--- config.mk ---
export PLATFORM = sky130hd
export DESIGN_NAME = system_clock_mode_control
export DESIGN_NICKNAME = d
export VERILOG_FILES = /design/src/clock_mode_pkg.sv /design/src/system_clock_mode_control.sv
export SDC_FILE = /design/constraint.sdc
export NUM_CORES = 1
export LEC_CHECK = 0
export ABC_CLOCK_PERIOD_IN_PS = 2700
export BUFFER_PORTS_ARGS = -buffer_cell sky130_fd_sc_hd__buf_2
export CAP_MARGIN = 20
export CELL_PAD_IN_SITES_DETAIL_PLACEMENT = 0
export CELL_PAD_IN_SITES_GLOBAL_PLACEMENT = 1
export CORE_ASPECT_RATIO = 0.7
export CORE_MARGIN = 2
export CORE_UTILIZATION = 33
export DETAILED_ROUTE_END_ITERATION = 10
export PLACE_DENSITY = 0.78
export SLEW_MARGIN = 20
export SYNTH_ARGS = -nofsm -noshare
export SYNTH_HDL_FRONTEND = slang
export SYNTH_SLANG_ARGS = --single-unit
--- constraint.sdc ---
create_clock -name clk_sys -period 2.7 [get_ports clk_sys]
set_clock_uncertainty 0.2 [all_clocks]
set_input_delay 0.405 -clock clk_sys [delete_from_list [all_inputs] [get_ports clk_sys]]
set_output_delay 0.405 -clock clk_sys [all_outputs]
set_load 0.02 [all_outputs]
--- src/clock_mode_pkg.sv ---
// constants and types shared by the clock and power-mode controller
package clock_mode_pkg;

  // ----------------------------------------------------------------
  // register map (byte addresses)
  // ----------------------------------------------------------------
  localparam logic [7:0] CLOCK_MODE_CONTROL_ADDR = 8'h00;
  localparam logic [7:0] CONTROL_EXTRA_ADDR      = 8'h04;
  localparam logic [7:0] IRQ_STATUS_ADDR         = 8'h08;
  localparam logic [7:0] IRQ_MASK_ADDR           = 8'h0c;

  // ----------------------------------------------------------------
  // clock_mode_control field positions and reset
  // ----------------------------------------------------------------
  localparam int DIV_SEL_LSB      = 5;
  localparam int FAST_WAKE_BIT    = 4;
  localparam int LOW_READY_BIT    = 3;
  localparam int HIGH_READY_BIT   = 2;
  localparam int IDLE_ON_HALT_BIT = 1;
  localparam int HIGH_SEL_BIT     = 0;
  localparam logic [7:0] CLOCK_MODE_CONTROL_RESET = 8'h03;

  // control_extra field positions and reset
  localparam int KEEP_SYSCLK_BIT = 0;
  localparam int WDT_EN_BIT      = 1;
  localparam int LVD_EN_BIT      = 2;
  localparam logic [2:0] CONTROL_EXTRA_RESET = 3'h2;

  // interrupt event bits
  localparam int EV_HIGH_READY = 0;
  localparam int EV_LOW_READY  = 1;
  localparam int EV_WAKE       = 2;
  localparam logic [2:0] IRQ_MASK_RESET = 3'h0;

  // ----------------------------------------------------------------
  // timing counts
  // ----------------------------------------------------------------
  localparam int          OSC_STABLE_CYCLES = 1024;
  localparam logic [10:0] OSC_STABLE_COUNT  = 11'(OSC_STABLE_CYCLES);
  localparam logic [1:0]  SLOW_READY_EDGES  = 2'h2;

  // ----------------------------------------------------------------
  // types
  // ----------------------------------------------------------------
  typedef enum logic [2:0] {
    RUN, IDLE_CLOCK_OFF, IDLE_CLOCK_ON, SLEEP_ALL_OFF, SLEEP_SUB_ON
  } power_mode_type;

  typedef struct packed {
    logic [2:0] sysclkDivSel;
    logic       fastWakeEn;
    logic       idleOnHalt;
    logic       highClockSel;
    logic       keepSysclkInIdle;
    logic       watchdogEn;
    logic       lowVoltageDetectEn;
  } clock_config_type;

endpackage

--- src/system_clock_mode_control.sv ---
// system clock selection and power-mode controller with an apb slave
// ------------------------------------------------------------------
// ------------------------------------------------------------------
`timescale 1ns/10ps

module system_clock_mode_control #(
  parameter bit FAST_SOURCE_IS_CRYSTAL = 1'b1
) (
  // clock and reset
  input  wire logic        clk_sys,
  input  wire logic        sys_rst,
  // apb slave
  input  wire logic        psel,
  input  wire logic        penable,
  input  wire logic        pwrite,
  input  wire logic [7:0]  paddr,
  input  wire logic [31:0] pwdata,
  output logic             pready,
  output logic [31:0]      prdata,
  output logic             pslverr,
  // oscillator pins, sampled
  input  wire logic        highOscPin,
  input  wire logic        slowOscPin,
  // cpu events
  input  wire logic        haltExec,
  input  wire logic        wakeEvent,
  // clock and mode outputs
  output logic             sysClockEn,
  output logic             highOscEnable,
  output logic             slowOscEnable,
  output logic             subClockEn,
  output logic             cpuRun,
  output logic [2:0]       powerMode,
  output logic             irq
);

  // ----------------------------------------------------------------
  // pin synchronisers and edge detect
  // ----------------------------------------------------------------
  logic [2:0] highSync;
  logic [2:0] slowSync;
  logic       highState;
  logic       slowState;

  // three-stage capture of the free-running oscillator pins
  always_ff @(posedge clk_sys) begin
    highSync <= {highSync[1:0], highOscPin};
  end

  always_ff @(posedge clk_sys) begin
    slowSync <= {slowSync[1:0], slowOscPin};
  end

  wire highAgree = highSync[1] == highSync[2];
  wire slowAgree = slowSync[1] == slowSync[2];
  wire highRise  = highAgree && highSync[2] && !highState;
  wire slowRise  = slowAgree && slowSync[2] && !slowState;

  always_ff @(posedge clk_sys) begin
    if (sys_rst) begin
      highState <= 1'b0;
      slowState <= 1'b0;
    end else begin
      if (highAgree) highState <= highSync[2];
      if (slowAgree) slowState <= slowSync[2];
    end
  end

  // ----------------------------------------------------------------
  // registers
  // ----------------------------------------------------------------
  clock_mode_pkg::clock_config_type cfg;
  clock_mode_pkg::power_mode_type   mode;
  clock_mode_pkg::power_mode_type   next_mode;
  logic        highReady;
  logic        lowReady;
  logic [10:0] highCount;
  logic [1:0]  slowCount;
  logic        fastWaking;
  logic [2:0]  irqStatus;
  logic [2:0]  irqMask;

  // ----------------------------------------------------------------
  // apb decode
  // ----------------------------------------------------------------
  wire access    = psel && penable;
  wire hitMode   = paddr == clock_mode_pkg::CLOCK_MODE_CONTROL_ADDR;
  wire hitExtra  = paddr == clock_mode_pkg::CONTROL_EXTRA_ADDR;
  wire hitStatus = paddr == clock_mode_pkg::IRQ_STATUS_ADDR;
  wire hitMask   = paddr == clock_mode_pkg::IRQ_MASK_ADDR;
  wire hitAny    = hitMode || hitExtra || hitStatus || hitMask;
  wire writeMode  = access && pwrite && hitMode;
  wire writeExtra = access && pwrite && hitExtra;
  wire writeMask  = access && pwrite && hitMask;
  wire readStatus = access && !pwrite && hitStatus;

  wire [7:0] modeReadValue = {cfg.sysclkDivSel, cfg.fastWakeEn, lowReady,
                              highReady, cfg.idleOnHalt, cfg.highClockSel};
  wire [2:0] extraReadValue = {cfg.lowVoltageDetectEn, cfg.watchdogEn,
                               cfg.keepSysclkInIdle};
  wire [31:0] modeWord   = {24'h000000, modeReadValue};
  wire [31:0] extraWord  = {29'h00000000, extraReadValue};
  wire [31:0] statusWord = {29'h00000000, irqStatus};
  wire [31:0] maskWord   = {29'h00000000, irqMask};

  // unmapped addresses read as zero
  wire [31:0] readValue =
    hitMode   ? modeWord :
    hitExtra  ? extraWord :
    hitStatus ? statusWord :
    hitMask   ? maskWord : 32'h00000000;

  assign pready  = 1'b1;
  assign pslverr = access && !hitAny;

  always_ff @(posedge clk_sys) begin
    if (sys_rst) prdata <= 32'h00000000;
    else if (psel && !penable && !pwrite) prdata <= readValue;
  end

  // configuration writes; ready bit positions are ignored
  always_ff @(posedge clk_sys) begin
    if (sys_rst) begin
      {cfg.sysclkDivSel, cfg.fastWakeEn} <= clock_mode_pkg::CLOCK_MODE_CONTROL_RESET[7:4];
      cfg.idleOnHalt   <= clock_mode_pkg::CLOCK_MODE_CONTROL_RESET[1];
      cfg.highClockSel <= clock_mode_pkg::CLOCK_MODE_CONTROL_RESET[0];
      {cfg.lowVoltageDetectEn, cfg.watchdogEn, cfg.keepSysclkInIdle} <=
        clock_mode_pkg::CONTROL_EXTRA_RESET;
      irqMask <= clock_mode_pkg::IRQ_MASK_RESET;
    end else begin
      if (writeMode) begin
        cfg.sysclkDivSel <= pwdata[clock_mode_pkg::DIV_SEL_LSB +: 3];
        cfg.fastWakeEn   <= pwdata[clock_mode_pkg::FAST_WAKE_BIT];
        cfg.idleOnHalt   <= pwdata[clock_mode_pkg::IDLE_ON_HALT_BIT];
        cfg.highClockSel <= pwdata[clock_mode_pkg::HIGH_SEL_BIT];
      end
      if (writeExtra) begin
        cfg.keepSysclkInIdle   <= pwdata[clock_mode_pkg::KEEP_SYSCLK_BIT];
        cfg.watchdogEn         <= pwdata[clock_mode_pkg::WDT_EN_BIT];
        cfg.lowVoltageDetectEn <= pwdata[clock_mode_pkg::LVD_EN_BIT];
      end
      if (writeMask) irqMask <= pwdata[2:0];
    end
  end

  // ----------------------------------------------------------------
  // clock source selection
  // ----------------------------------------------------------------
  wire selLow    = !cfg.highClockSel && (cfg.sysclkDivSel[2:1] == 2'b00);
  wire [2:0] divShift = cfg.highClockSel ? 3'h0 : 3'(3'h7 - cfg.sysclkDivSel + 3'h1);
  wire wakeMode  = (mode == clock_mode_pkg::IDLE_CLOCK_OFF) ||
                   (mode == clock_mode_pkg::SLEEP_SUB_ON) ||
                   (mode == clock_mode_pkg::SLEEP_ALL_OFF);
  wire crystalFast = FAST_SOURCE_IS_CRYSTAL && cfg.fastWakeEn;
  wire runOnLow  = selLow || fastWaking;

  // ----------------------------------------------------------------
  // power mode machine
  // ----------------------------------------------------------------
  always_comb begin
    next_mode = mode;
    case (mode)
      clock_mode_pkg::RUN: begin
        if (haltExec) begin
          if (cfg.idleOnHalt && !cfg.keepSysclkInIdle)
            next_mode = clock_mode_pkg::IDLE_CLOCK_OFF;
          else if (cfg.idleOnHalt)
            next_mode = clock_mode_pkg::IDLE_CLOCK_ON;
          else if (cfg.lowVoltageDetectEn || cfg.watchdogEn)
            next_mode = clock_mode_pkg::SLEEP_SUB_ON;
          else
            next_mode = clock_mode_pkg::SLEEP_ALL_OFF;
        end
      end
      clock_mode_pkg::IDLE_CLOCK_OFF,
      clock_mode_pkg::IDLE_CLOCK_ON,
      clock_mode_pkg::SLEEP_ALL_OFF,
      clock_mode_pkg::SLEEP_SUB_ON: begin
        // any halted mode returns to run on a wake request
        if (wakeEvent) begin
          next_mode = clock_mode_pkg::RUN;
        end
      end
      default: begin
        next_mode = clock_mode_pkg::RUN;
      end
    endcase
  end

  always_ff @(posedge clk_sys) begin
    if (sys_rst) mode <= clock_mode_pkg::RUN;
    else mode <= next_mode;
  end

  wire waking = (mode != clock_mode_pkg::RUN) && (next_mode == clock_mode_pkg::RUN);

  // fast wake: low clock runs until crystal stable
  always_ff @(posedge clk_sys) begin
    if (sys_rst) fastWaking <= 1'b0;
    else if (waking && crystalFast && wakeMode && mode != clock_mode_pkg::SLEEP_ALL_OFF
             && !selLow)
      fastWaking <= 1'b1;
    else if (highRise && highCount == clock_mode_pkg::OSC_STABLE_COUNT - 11'h001)
      fastWaking <= 1'b0;
  end

  // ----------------------------------------------------------------
  // oscillator enables
  // ----------------------------------------------------------------
  wire running = mode == clock_mode_pkg::RUN;
  assign highOscEnable = (running && !selLow) ||
                         (mode == clock_mode_pkg::IDLE_CLOCK_ON && !selLow);
  assign slowOscEnable = (running && runOnLow) || cfg.watchdogEn ||
                         cfg.lowVoltageDetectEn ||
                         (mode == clock_mode_pkg::IDLE_CLOCK_ON && selLow);
  assign subClockEn    = (mode != clock_mode_pkg::SLEEP_ALL_OFF) &&
                         (mode != clock_mode_pkg::SLEEP_SUB_ON ||
                          cfg.lowVoltageDetectEn || cfg.watchdogEn);
  assign cpuRun    = running;
  assign powerMode = mode;

  // ----------------------------------------------------------------
  // ready flags
  // ----------------------------------------------------------------
  wire highStop = !highOscEnable;
  wire lowStop  = mode == clock_mode_pkg::SLEEP_ALL_OFF;
  wire highDone = highRise && highCount == clock_mode_pkg::OSC_STABLE_COUNT - 11'h001;
  wire lowDone  = slowRise && slowCount == clock_mode_pkg::SLOW_READY_EDGES - 2'h1;

  always_ff @(posedge clk_sys) begin
    if (sys_rst) begin
      highReady <= 1'b0;
      highCount <= 11'h000;
    end else if (highStop) begin
      highReady <= 1'b0;
      highCount <= 11'h000;
    end else if (!highReady && highRise) begin
      highCount <= highCount + 11'h001;
      if (highDone) highReady <= 1'b1;
    end
  end

  always_ff @(posedge clk_sys) begin
    if (sys_rst || lowStop) begin
      lowReady  <= 1'b0;
      slowCount <= 2'h0;
    end else if (!lowReady && slowRise) begin
      slowCount <= slowCount + 2'h1;
      if (lowDone) lowReady <= 1'b1;
    end
  end

  // ----------------------------------------------------------------
  // glitch-free system clock enable, divided from high oscillator, or taken from slow oscillator edges when running on low
  // ----------------------------------------------------------------
  logic [5:0] divCount;
  wire [5:0] divMask = 6'((7'h01 << divShift) - 7'h01);
  wire highTick = highRise && ((divCount & divMask) == divMask);

  always_ff @(posedge clk_sys) begin
    if (sys_rst || highStop) divCount <= 6'h00;
    else if (highRise) divCount <= divCount + 6'h01;
  end

  wire clockOn = running || mode == clock_mode_pkg::IDLE_CLOCK_ON;
  wire next_sysClockEn = clockOn &&
    (runOnLow ? (slowRise && lowReady) : (highTick && highReady));

  always_ff @(posedge clk_sys) begin
    if (sys_rst) sysClockEn <= 1'b0;
    else sysClockEn <= next_sysClockEn;
  end

  // ----------------------------------------------------------------
  // interrupts: sticky status, clear on read, set wins
  // ----------------------------------------------------------------
  wire [2:0] events = {waking, lowDone && !lowReady, highDone && !highReady && !highStop};

  // only bits already returned in prdata are cleared, so an event that
  // lands between setup and access is kept for the next read
  wire [2:0] readBits  = readStatus ? prdata[2:0] : 3'h0;
  wire [2:0] keptBits  = irqStatus & ~readBits;
  wire [2:0] next_irqStatus = keptBits | events;

  always_ff @(posedge clk_sys) begin
    if (sys_rst) irqStatus <= 3'h0;
    else irqStatus <= next_irqStatus;
  end

  assign irq = |(irqStatus & irqMask);

endmodule // system_clock_mode_control

# Yosys cells after proc, flatten, opt, wreduce, memory -nomap -nowiden
# Index checks and enable logic that the tools add are counted.
totals:
  elab_cells: 139
  mem_bits_rw: 0
  latch_bits: 0
  mem_count: 0
  reg_bits: 81
  romBits: 0
  out_inout_bits: 43
  in_bits: 49
classes:
  shifts: 1
  div_mod_pow: 0
  n_lt_le_gt_ge: 0
  n_eq_ne: 14
  n_mul: 0
  n_reduce_logical: 75
  muxes: 15
  n_bitwise: 6
  add_sub_neg: 6
op_table:
  columns: ["op", "count"]
  rows:
  - ["$logic_and 1x1->1", 37]
  - ["$mux 3", 10]
  - ["$eq 8x4->1 const B", 2]
  - ["$logic_or 1x1->1", 16]
  - ["$add 11x1->11 const B", 1]
  - ["$eq 11x10->1 const B", 1]
  - ["$logic_not 1->1", 11]
  - ["$eq 8x3->1 const B", 1]
  - ["$logic_not 8->1", 1]
  - ["$mux 8", 1]
  - ["$add 6x1->6 const B", 1]
  - ["$and 3x3->3", 2]
  - ["$and 6x6->6", 1]
  - ["$eq 3x2->1 const B", 2]
  - ["$eq 6x6->1", 1]
  - ["$logic_not 3->1", 2]
  - ["$pmux 3 s2", 1]
  - ["$shl 1x3->6 const A", 1]
  - ["$sub 6x1->6 const B", 1]
  - ["$reduce_and 2->1", 2]
  - ["$reduce_or 4->1", 1]
  - ["$add 3x1->3 const B", 1]
  - ["$eq 3x1->1 const B", 1]
  - ["$eq 3x3->1 const B", 1]
  - ["15 further kinds", 18]

# Depth between registers and ports, before layout
# Gate-level depths: netlist of run 1.
depth:
  word_depth: 13
  depth_mapped: 9
  mapped_depth_nobuf: 9

# Worst setup path before layout of run 1
# No wires, ideal clock.
synth_path:
  path_kind: "register -> register"
  startpoint: "register cfg[6] (netlist name)"
  endpoint: "register sysClockEn"
  path_stages_with_launch: 8
  t_arrival_ns: 2.329
  path_slack_ns: 0.084
  setup_time_ns: 0.087
  n_path_buf: 0
  required_ns: 2.413
  period_less_slack_ns: 2.616
  path_cell_list: "dfxtp_1 -> inv_1 -> ha_1 -> or4_1 -> ha_1 -> o2111ai_1 -> or4_1 -> o31ai_1"
synth_via:
  elab_chain_cells: 11
synth_rtl:
  columns: ["element", "line", "text"]
  rows:
  - ["from (decl)", "system_clock_mode_control.sv:72", "clock_mode_pkg::clock_config_type cfg;"]
  - ["$sub 3x3->3 (*)", "system_clock_mode_control.sv:150", "wire [2:0] divShift = cfg.highClockSel ? 3'h0 : 3'(3'h7 - cfg.sysclkDivSel + 3'h1);"]
  - ["$add 3x1->3 (*)", "system_clock_mode_control.sv:150", null]
  - ["$mux 3 (*)", "system_clock_mode_control.sv:150", null]
  - ["$shl 1x3->6 (*)", "system_clock_mode_control.sv:257", "wire [5:0] divMask = 6'((7'h01 << divShift) - 7'h01);"]
  - ["$sub 6x1->6 (*)", "system_clock_mode_control.sv:257", null]
  - ["$and 6x6->6", "system_clock_mode_control.sv:258", "wire highTick = highRise && ((divCount & divMask) == divMask);"]
  - ["$eq 6x6->1 (*)", "system_clock_mode_control.sv:258", null]
  - ["$logic_and 1x1->1 (*)", "system_clock_mode_control.sv:258", null]
  - ["$logic_and 1x1->1 (*)", "system_clock_mode_control.sv:267", "(runOnLow ? (slowRise && lowReady) : (highTick && highReady));"]
  - ["$mux 1 (*)", "system_clock_mode_control.sv:267", null]
  - ["$logic_and 1x1->1 (*)", "system_clock_mode_control.sv:266", "wire next_sysClockEn = clockOn &&"]
  - ["to (signal assigned)", "system_clock_mode_control.sv:271", "else sysClockEn <= next_sysClockEn;"]
  - ["to (decl)", "system_clock_mode_control.sv:28", "output logic sysClockEn,"]
# Every way passes the cells marked *; elsewhere a longest branch is shown, timed or not.
# A chain may end at the register's enable or synchronous reset.

# Worst setup path in the final report of run 1
# Ends and elaborated chain as after synthesis.

==> results of run 1 <==
[cell usage after synthesis, types with 7 or more instances]
cell type,number
buf_4,26
ha_1,7
nand2_1,18
nand4_1,7
nor3_1,10
clkbuf_1,9
xor2_1,10
mux2i_1,15
inv_1,9
nand3_1,11
nor2_1,42
xnor2_1,7
nand2b_1,8
a21oi_1,18
dfxtp_1,57
[state kept, by name, indices dropped and copies added (netlist names), 6 cells and up]
name / flops
divCount: 6
highCount: 11
cfg: 8
prdata: 8
[final timing paths]
kind | start | end | slack (ns) | depth (start not counted)
setup reg to reg | cfg[6] | sysClockEn | 0.14 | 8
hold reg to reg | highSync[0] | highSync[1] | 0.13 | 0
setup / recovery | cfg[6] | sysClockEn | 0.14 | 8
hold / removal | pwdata[6] | cfg[7] | 0.11 | 3
[stage by stage]
step | total power [mW] | setup slack, ns | util | instance area, um2
after global routing | 2.16 | 0.00654 | 0.412 | 3480
after global placement | 1.04 | 0.141 | 0.374 | 3160
final | 2.08 | 0.139 | 0.412 | 3480
after floorplan | 1.02 | 0.0840 | - | 2950
after CTS | 2.10 | 0.0912 | 0.410 | 3470
after detailed placement | 1.04 | 0.108 | 0.374 | 3160
[per-layer routing]
| layer | up-vias | track usage | part of all wire |
|---|---|---|---|
| met5 | - | 0 | 0 |
| met4 | 0 | 0.0434 | 0.011 |
| met3 | 8 | 0.0546 | 0.052 |
| met2 | 58 | 0.203 | 0.41 |
| met1 | 1086 | 0.211 | 0.52 |
| li1 | 1214 | - | - |
[worst max-delay path: stages, from the launching register on]
cell       delay, ns
dfxtp_1         0.32
inv_1           0.05
ha_2            0.21
xnor2_2         0.16
or4_1           0.41
ha_1            0.30
o2111ai_1       0.10
or4_1           0.51
o31ai_1         0.22
[layout make-up]
type,count,share of cell area
Clock buffer,12,0.0738
Timing Repair Buffer,56,0.0929
Tap cell,120,0.0432
Clock inverter,4,0.00792
Sequential cell,57,0.328
Inverter,9,0.00972
Multi-Input combinational cell,245,0.444
[power by group]
part	switching (mW)	internal, mW	total [mW]	leakage, nW
logic	0.107	0.0533	0.160	0.843
clock network	0.386	0.668	1.05	0.131
registers	0.0114	0.858	0.870	0.463
[cells by family after synthesis]
family	after synthesis
multiplexers	16
buffers and inverters	47
adder cells (fa/ha/maj)	7
flip-flops	57
AND/OR/NAND/NOR	132
AO/OA/AOI/OAI	48
XOR/XNOR	17
other	2
[timing repair]
item                       in CTS  in global routing
hold endpoints to repair        2                  0
hold buffers                    2                  0
gates resized for setup         0                  2
setup endpoints to repair       0                  1
==> reports/qor.yml, run 1 <==
outcome: "completed"
portBuffers: 41
crit_type: "flip-flop to flip-flop"
synthFlopType: "dfxtp_1"
n_antenna_cell: 0
dieArea_mm2: 0.00945
clk_pin_slew_ns: 0.05
setup-tns-final_ns: 0
cts_num_sinks: 57
drc: 0
relSlewSlack: 0.470
start_kind: "flip-flop"
final_common_cell: "dfxtp_1"
grt_pass1_wl_um: 10600
start_util: 0.339
avgSynthCellArea_um2: 8.78
yosys_register_bits: 57
wl_per_cell_um: 13.0
slew_violations: 0
ff_latch_area_mm2: 0.00114
clk_latency_ns: 0.33
grt_usage: 0.147
cp-end-kind: "flip-flop"
dr_total_vias: 2366
fmax_mhz: 390
synth-xor-area-share: 0.0520
synthArstFlopShare: 0
syn2layout_area_growth_pct: 21.4
cap_violations: 0
wl_um: 6560
synth_top_area_cell: "dfxtp_1"
die_h_um: 81.9
viasPerCell: 4.70
hp-class: "input port to flip-flop"
dp_hpwl_um: 4920
clockBufferDepth: 2
drt_iter0_drc: 157
gr-total-overflow: 0
finalHoldViolCount: 0
synth_top_family_by_area: "simple AND/OR/NAND/NOR gates"
layout_common_cells: "dfxtp_1 (57), nor2_1 (42), buf_2 (41)"
crit_arrival_ns: 2.60
leakage_nw: 1.44
nets: 434
core-area_mm2: 0.00844
post-route-period-util: 0.948
worst_pin_slew_ns: 0.794
p_per_area_mw_per_mm2: 600
syn_inst: 326
antenna_left: 0
cp_max_fo: 4
timing.hold.ws_ns: 0.109
cts_root_buffer: "clkbuf_16"
grt_pass1_vias: 2143
synth_top_cell_area_share: 0.399
rows: 28
yosysWarnings: 0
cts_made_buffers: 9
post-route-min-period_ns: 2.56
syn-cell-area_mm2: 0.00286
gp_congestion: 0.824
grt_setup_unrepaired: "false"
cts_htree_levels: 3
antenna_found_initial: 0
ir_drop_uv: 246
cp.required_ns: 2.74
synthTopCellsByArea: "dfxtp_1 (40%), buf_4 (6.8%), nor2_1 (5.5%)"
tritoncts: "built"
grt_max_degree: 32
final-instance-count-excl-fill: 503
synth-simple-area-share: 0.251
synth_compound_area_frac: 0.113
synth_seq_area_share: 0.399
post-place-cells: 485
synth_edf_count: 0
drt_first_pass_iters: 4
synthMuxAreaShare: 0.0564
synth_fa_ha_area_frac: 0.0306
setup_viol: 0
io-pin-count: 92
final_layout_size_suffix_gt1_frac: 0.214
yosys.cell_types.count: 49
fillers: 864
postCtsSetupBuffers: 0
multiInputGateArea_mm2: 0.00154
die_w_um: 115
Power figures use the tool's default switching activity.
==> inputs of run 2 (changes only) <==
--- a/config.mk
+++ b/config.mk
@@ -14,7 +14,8 @@
 export CORE_MARGIN = 2
 export CORE_UTILIZATION = 33
 export DETAILED_ROUTE_END_ITERATION = 10
-export PLACE_DENSITY = 0.78
+export HOLD_SLACK_MARGIN = 0.1
+export PLACE_DENSITY_LB_ADDON = 0.1
 export SLEW_MARGIN = 20
 export SYNTH_ARGS = -nofsm -noshare
 export SYNTH_HDL_FRONTEND = slang
==> run 2 against run 1 <==
Against the previous run:
- count of clock-buffer cells in the layout unchanged
- register-to-register slack improved by 0.02 ns
- sequential power hardly changed
- via count about the same
- worst setup slack improved by 0.025 ns
- critical path type unchanged
- largest cell class unchanged
==> reports/qor.yml, run 2 (synthesized netlist as in run 1, its figures left out) <==
outcome: "completed"
clk_pin_slew_ns: 0.05  # about the same
viasPerCell: 4.66  # -0.87%
drt_first_pass_iters: 4  # unchanged
wl_per_cell_um: 13.4  # +3.1%
nets: 439  # +1.2%
cp.required_ns: 2.74  # about the same
finalHoldViolCount: 0  # unchanged
ir_drop_uv: 295  # +20%
postCtsSetupBuffers: 0  # unchanged
reg_top3: "highCount x11, cfg x8, prdata x8"
cap_violations: 0  # unchanged
grt_max_degree: 32  # unchanged
gr-total-overflow: 0  # unchanged
io-pin-count: 92  # unchanged
largest_register: "highCount"
antenna_found_initial: 0  # unchanged
dp_hpwl_um: 5060  # +2.9%
final_area_mm2: 0.00353  # +1.6%
post-route-min-period_ns: 2.54  # -0.0248 ns
slew_violations: 0  # unchanged
drc: 0  # unchanged
p_per_area_mw_per_mm2: 611  # +1.9%
core-area_mm2: 0.00844  # unchanged
setup-tns-final_ns: 0  # unchanged
gp_congestion: 0.809  # -1.8%
cp-end-kind: "flip-flop"
clk_latency_ns: 0.33  # about the same
hp-class: "input port to flip-flop"
portBuffers: 41  # unchanged
crit_type: "flip-flop to flip-flop"
place_area_mm2: 0.00318  # +0.71%
rows: 28  # unchanged
tritoncts: "built"
largest_reg_flops: 11  # unchanged
crit_arrival_ns: 2.58  # -0.02 ns
dieArea_mm2: 0.00945  # unchanged
cts_htree_levels: 3  # unchanged
syn2layout_area_growth_pct: 23.3
wl_um: 6810  # +3.9%
cts_root_buffer: "clkbuf_16"
grt_usage: 0.158  # +0.0111
start_util: 0.339  # unchanged
n_antenna_cell: 0  # unchanged
antenna_left: 0  # unchanged
layout_common_cells: "dfxtp_1 (57), nor2_1 (42), buf_2 (41)"
dr_total_vias: 2364  # -0.085%
grt_setup_unrepaired: "false"
die_w_um: 115  # unchanged
clockBufferDepth: 2  # unchanged
cts_made_buffers: 9  # unchanged
drt_iter0_drc: 146  # -7.0%
relSlewSlack: 0.516  # +0.0460
fmax_mhz: 394  # +0.98%
grt_pass1_vias: 2193  # +2.3%
final_common_cell: "dfxtp_1"
cts_num_sinks: 57  # unchanged
final_layout_size_suffix_gt1_frac: 0.217  # +0.00296
cp_max_fo: 4  # unchanged
start_kind: "flip-flop"
die_h_um: 81.9  # unchanged
fillers: 879  # +1.7%
post-route-period-util: 0.939  # -0.00918
worst_pin_slew_ns: 0.725  # -0.0688 ns
grt_pass1_wl_um: 11200  # +5.6%
timing.reg2reg.setup_slack_ns: 0.16  # +0.02 ns
leakage_nw: 1.48  # +2.8%
setup_viol: 0  # unchanged
==> run 2: changes by cell type in the layout (fill, tap and decap cells not counted), sizes merged <==
cell / delta
buf: +3
clkinvlp: -3
dlygate4sd3: +2
bufinv: +1
clkinv: +1
==> run 2: path summary, 6_finish.rpt <==
| kind | from | to | cells past startpoint |
|---|---|---|---|
| hold reg to reg | highSync[0] | highSync[1] | 0 |
| setup / recovery | cfg[6] | sysClockEn | 8 |
| setup reg to reg | cfg[6] | sysClockEn | 8 |
| hold / removal | pwdata[4] | crystalFast | 3 |
==> run 2: through the flow <==
stage / total power [mW] / setup WS, ns / util / instances / hold WS, ns
after detailed placement: 1.05 / 0.0870 / 0.377 / 488 / 0.115
after global routing: 2.24 / 0.0107 / 0.418 / 507 / 0.139
after global placement: 1.05 / 0.108 / 0.377 / 488 / 0.111
after floorplan: 1.02 / 0.0840 / - / 349 / 0.110
after CTS: 2.20 / 0.0752 / 0.417 / 507 / 0.106
final: 2.16 / 0.164 / 0.418 / 507 / 0.123
==> run 2: routing by layer <==
layer | wire length (um) | up-vias | part of all wire | GRT usage
met5 | 0 | - | 0 | 0
met2 | 2440 | 59 | 0.36 | 0.187
met4 | 120 | 0 | 0.018 | 0.0759
li1 | - | 1216 | - | -
met1 | 3930 | 1079 | 0.58 | 0.245
met3 | 321 | 10 | 0.047 | 0.0517
==> run 2: power by group <==
group | switching [mW] | internal (mW)
logic | 0.108 | 0.0566
clock network | 0.369 | 0.754
registers | 0.0112 | 0.859
total | 0.488 | 1.67
==> run 2: worst max-delay path, cell delays in order (launching register included) <==
cell and delay [ns]:
dfxtp_1 0.32, inv_1 0.06, ha_2 0.21, xnor2_2 0.15
or4_1 0.41, ha_1 0.32, o2111ai_1 0.09, or4_1 0.51
o31ai_1 0.18
==> run 2: timing repair <==
item,4_1_cts,5_1_grt
gates resized for setup,0,2
hold endpoints to repair,4,0
hold buffers,4,0
endpoints found under the setup margin,0,1
==> run 2: final cells by class <==
type | instances | area [um2] | area share
Multi-Input combinational cell | 245 | 1540 | 0.437
Timing Repair Buffer | 61 | 365 | 0.103
Clock inverter | 3 | 40.0 | 0.0113
Sequential cell | 57 | 1140 | 0.323
Tap cell | 120 | 150 | 0.0425
Clock buffer | 12 | 256 | 0.0726
Inverter | 9 | 33.8 | 0.00957
==> inputs of run 3 (changes only) <==
--- a/config.mk
+++ b/config.mk
@@ -5,14 +5,14 @@
 export SDC_FILE = /design/constraint.sdc
 export NUM_CORES = 1
 export LEC_CHECK = 0
-export ABC_CLOCK_PERIOD_IN_PS = 2700
-export BUFFER_PORTS_ARGS = -buffer_cell sky130_fd_sc_hd__buf_2
+export ABC_CLOCK_PERIOD_IN_PS = 3100
+export BUFFER_PORTS_ARGS = -buffer_cell sky130_fd_sc_hd__buf_4
 export CAP_MARGIN = 20
 export CELL_PAD_IN_SITES_DETAIL_PLACEMENT = 0
 export CELL_PAD_IN_SITES_GLOBAL_PLACEMENT = 1
 export CORE_ASPECT_RATIO = 0.7
 export CORE_MARGIN = 2
-export CORE_UTILIZATION = 33
+export CORE_UTILIZATION = 35
 export DETAILED_ROUTE_END_ITERATION = 10
 export HOLD_SLACK_MARGIN = 0.1
 export PLACE_DENSITY_LB_ADDON = 0.1
==> constraint.sdc (replaced) <==
create_clock -name clk_sys -period 3.1 [get_ports clk_sys]
set_clock_uncertainty 0.2 [all_clocks]
set_input_delay 0.465 -clock clk_sys [delete_from_list [all_inputs] [get_ports clk_sys]]
set_output_delay 0.465 -clock clk_sys [all_outputs]
set_load 0.02 [all_outputs]
==> run 3 against run 2 <==
Against the previous run:
- hold slack lost 0.00056 ns
- fmax decreased by 11%
- routed wire length fell by 1.1%
- sequential share of layout area stayed put
- die area is 5.5% lower
- sequential cell count stayed put
- register-to-register slack better by 0.10 ns
- critical path type unchanged
- highest routed layer unchanged
==> reports/qor.yml, run 3 (synthesized netlist as in run 1, its figures left out) <==
worst-path-buf-inv: 1  # unchanged
dieArea_mm2: 0.00893  # -5.5%
start_util: 0.362  # +0.0231
timing.hold.ws_ns: 0.123  # -0.000562 ns
clk_latency_ns: 0.33  # about the same
n_antenna_cell: 0  # unchanged
post-route-period-util: 0.914  # -0.0251
leakage_nw: 1.44  # -2.2%
cts_root_buffer: "clkbuf_16"
cap_violations: 0  # unchanged
cts_htree_levels: 3  # unchanged
grt_setup_unrepaired: "false"
total_power_mw: 1.98  # -8.2%
cpPeakStageDelay_ns: 0.51  # about the same
timing.reg2reg.setup_slack_ns: 0.27  # +0.10 ns
grt_usage: 0.167  # +0.00832
fillers: 795  # -9.6%
clockBufferDepth: 2  # unchanged
ff_latch_area_mm2: 0.00114  # unchanged
p_per_area_mw_per_mm2: 561  # -8.2%
nets: 426  # -3.0%
cp.required_ns: 3.13  # +0.39 ns
reg_top3: "highCount x11, cfg x8, prdata x8"
dp_hpwl_um: 5060  # -0.14%
cp_max_fo: 7  # +3
drt_first_pass_iters: 4  # unchanged
grt_max_degree: 33  # +3.1%
worst_pin_slew_ns: 0.857  # +0.132 ns
worstPathCellList: "inv_1 > ha_1 > or4_1 > ha_1 > o2111ai_1 > or4_1 > o31ai_1"
antenna_found_initial: 0  # unchanged
crit_arrival_ns: 2.86  # +0.28 ns
wl_per_cell_um: 14.2  # +5.4%
cts_num_sinks: 57  # unchanged
io-pin-count: 92  # unchanged
crit_family: "simple AND/OR/NAND/NOR gates"
finalHoldViolCount: 0  # unchanged
crit_type: "flip-flop to flip-flop"
final_layout_size_suffix_gt1_frac: 0.195  # -0.0224
die_w_um: 112  # -2.8%
gr-total-overflow: 0  # unchanged
largest_reg_flops: 11  # unchanged
final-instance-count-excl-fill: 476  # -6.1%
rows: 27  # -3.6%
gp_congestion: 0.721  # -11%
setup-tns-final_ns: 0  # unchanged
core-area_mm2: 0.00791  # -6.4%
layout_common_cells: "dfxtp_1 (57), buf_4 (46), nor2_1 (42)"
wl_um: 6740  # -1.1%
largest_register: "highCount"
cp-end-kind: "flip-flop"
drc: 0  # unchanged
drt_iter0_drc: 210  # +44%
syn2layout_area_growth_pct: 23.3  # unchanged
tritoncts: "built"
dr_total_vias: 2293  # -3.0%
outcome: "completed"
cts_made_buffers: 9  # unchanged
setup_viol: 0  # unchanged
multiInputGateArea_mm2: 0.00153  # -0.65%
final_common_cell: "dfxtp_1"
hp-class: "flip-flop to flip-flop"
grt_pass1_vias: 2140  # -2.4%
viasPerCell: 4.82  # +3.3%
fmax_mhz: 353  # -11%
relSlewSlack: 0.428  # -0.0879
post-route-min-period_ns: 2.83  # +0.298 ns
die_h_um: 79.7  # -2.8%
antenna_left: 0  # unchanged
grt_pass1_wl_um: 11500  # +3.2%
postCtsSetupBuffers: 0  # unchanged
slew_violations: 0  # unchanged
portBuffers: 41  # unchanged
post-place-cells: 458  # -6.1%
cpMaxStageDelayCell: "or4_1"
ir_drop_uv: 377  # +28%
clk_pin_slew_ns: 0.05  # about the same
start_kind: "flip-flop"
run 3: cell count changes in the layout (fill, tap and decap cells not counted):
cell,previous run,this run
buf_2,41,0
buf_4,16,46
dlygate4sd3_1,4,2
bufinv_16,1,2
clkbuf_1,1,0
clkinvlp_4,0,1
ha_1,6,7
ha_2,1,0
xnor2_1,6,7
xnor2_2,1,0
run 3: worst paths after layout:
| check | startpoint | to | cells past startpoint |
|---|---|---|---|
| min reg2reg | highSync[0] | highSync[1] | 0 |
| max reg2reg | cfg[6] | sysClockEn | 7 |
| max | cfg[6] | sysClockEn | 7 |
| min | highSync[0] | highSync[1] | 0 |
run 3: stage by stage:
stage | setup WS, ns | util | cell area [um2]
after floorplan | 0.484 | - | 2950
after global placement | 0.301 | 0.402 | 3180
after detailed placement | 0.278 | 0.402 | 3180
after CTS | 0.256 | 0.447 | 3530
after global routing | 0.0816 | 0.447 | 3530
final | 0.266 | 0.447 | 3530
run 3: worst reg2reg max path, cell delays in order (launching register included):
cell       delay [ns]
dfxtp_1          0.45
inv_1            0.09
ha_1             0.37
or4_1            0.49
ha_1             0.30
o2111ai_1        0.09
or4_1            0.51
o31ai_1          0.24
run 3: timing repair:
action | 4_1_cts | 5_1_grt
gates resized for setup | 0 | 0
hold buffers | 2 | 0
hold endpoints to repair | 2 | 0
run 3: per-layer routing:
layer | track usage | vias to the layer above | part of all wire
li1 | - | 1201 | -
met1 | 0.266 | 1028 | 0.57
met2 | 0.196 | 60 | 0.36
met3 | 0.0623 | 4 | 0.062
met4 | 0.0476 | 0 | 0.0085
met5 | 0 | - | 0
run 3: cell type report:
cell class              instances  share of cell area
clock buffers                  11              0.0716
flip-flops and latches         57               0.323
repair buffers                 48               0.103
clock inverters                 5              0.0220
inverters                       9             0.00957
well taps                     101              0.0358
multi-input cells             245               0.434
run 3: power by group:
part	switching (mW)	internal [mW]	total (mW)
clock network	0.334	0.743	1.08
registers	0.00990	0.748	0.757
logic	0.0920	0.0552	0.147
total	0.436	1.55	1.98
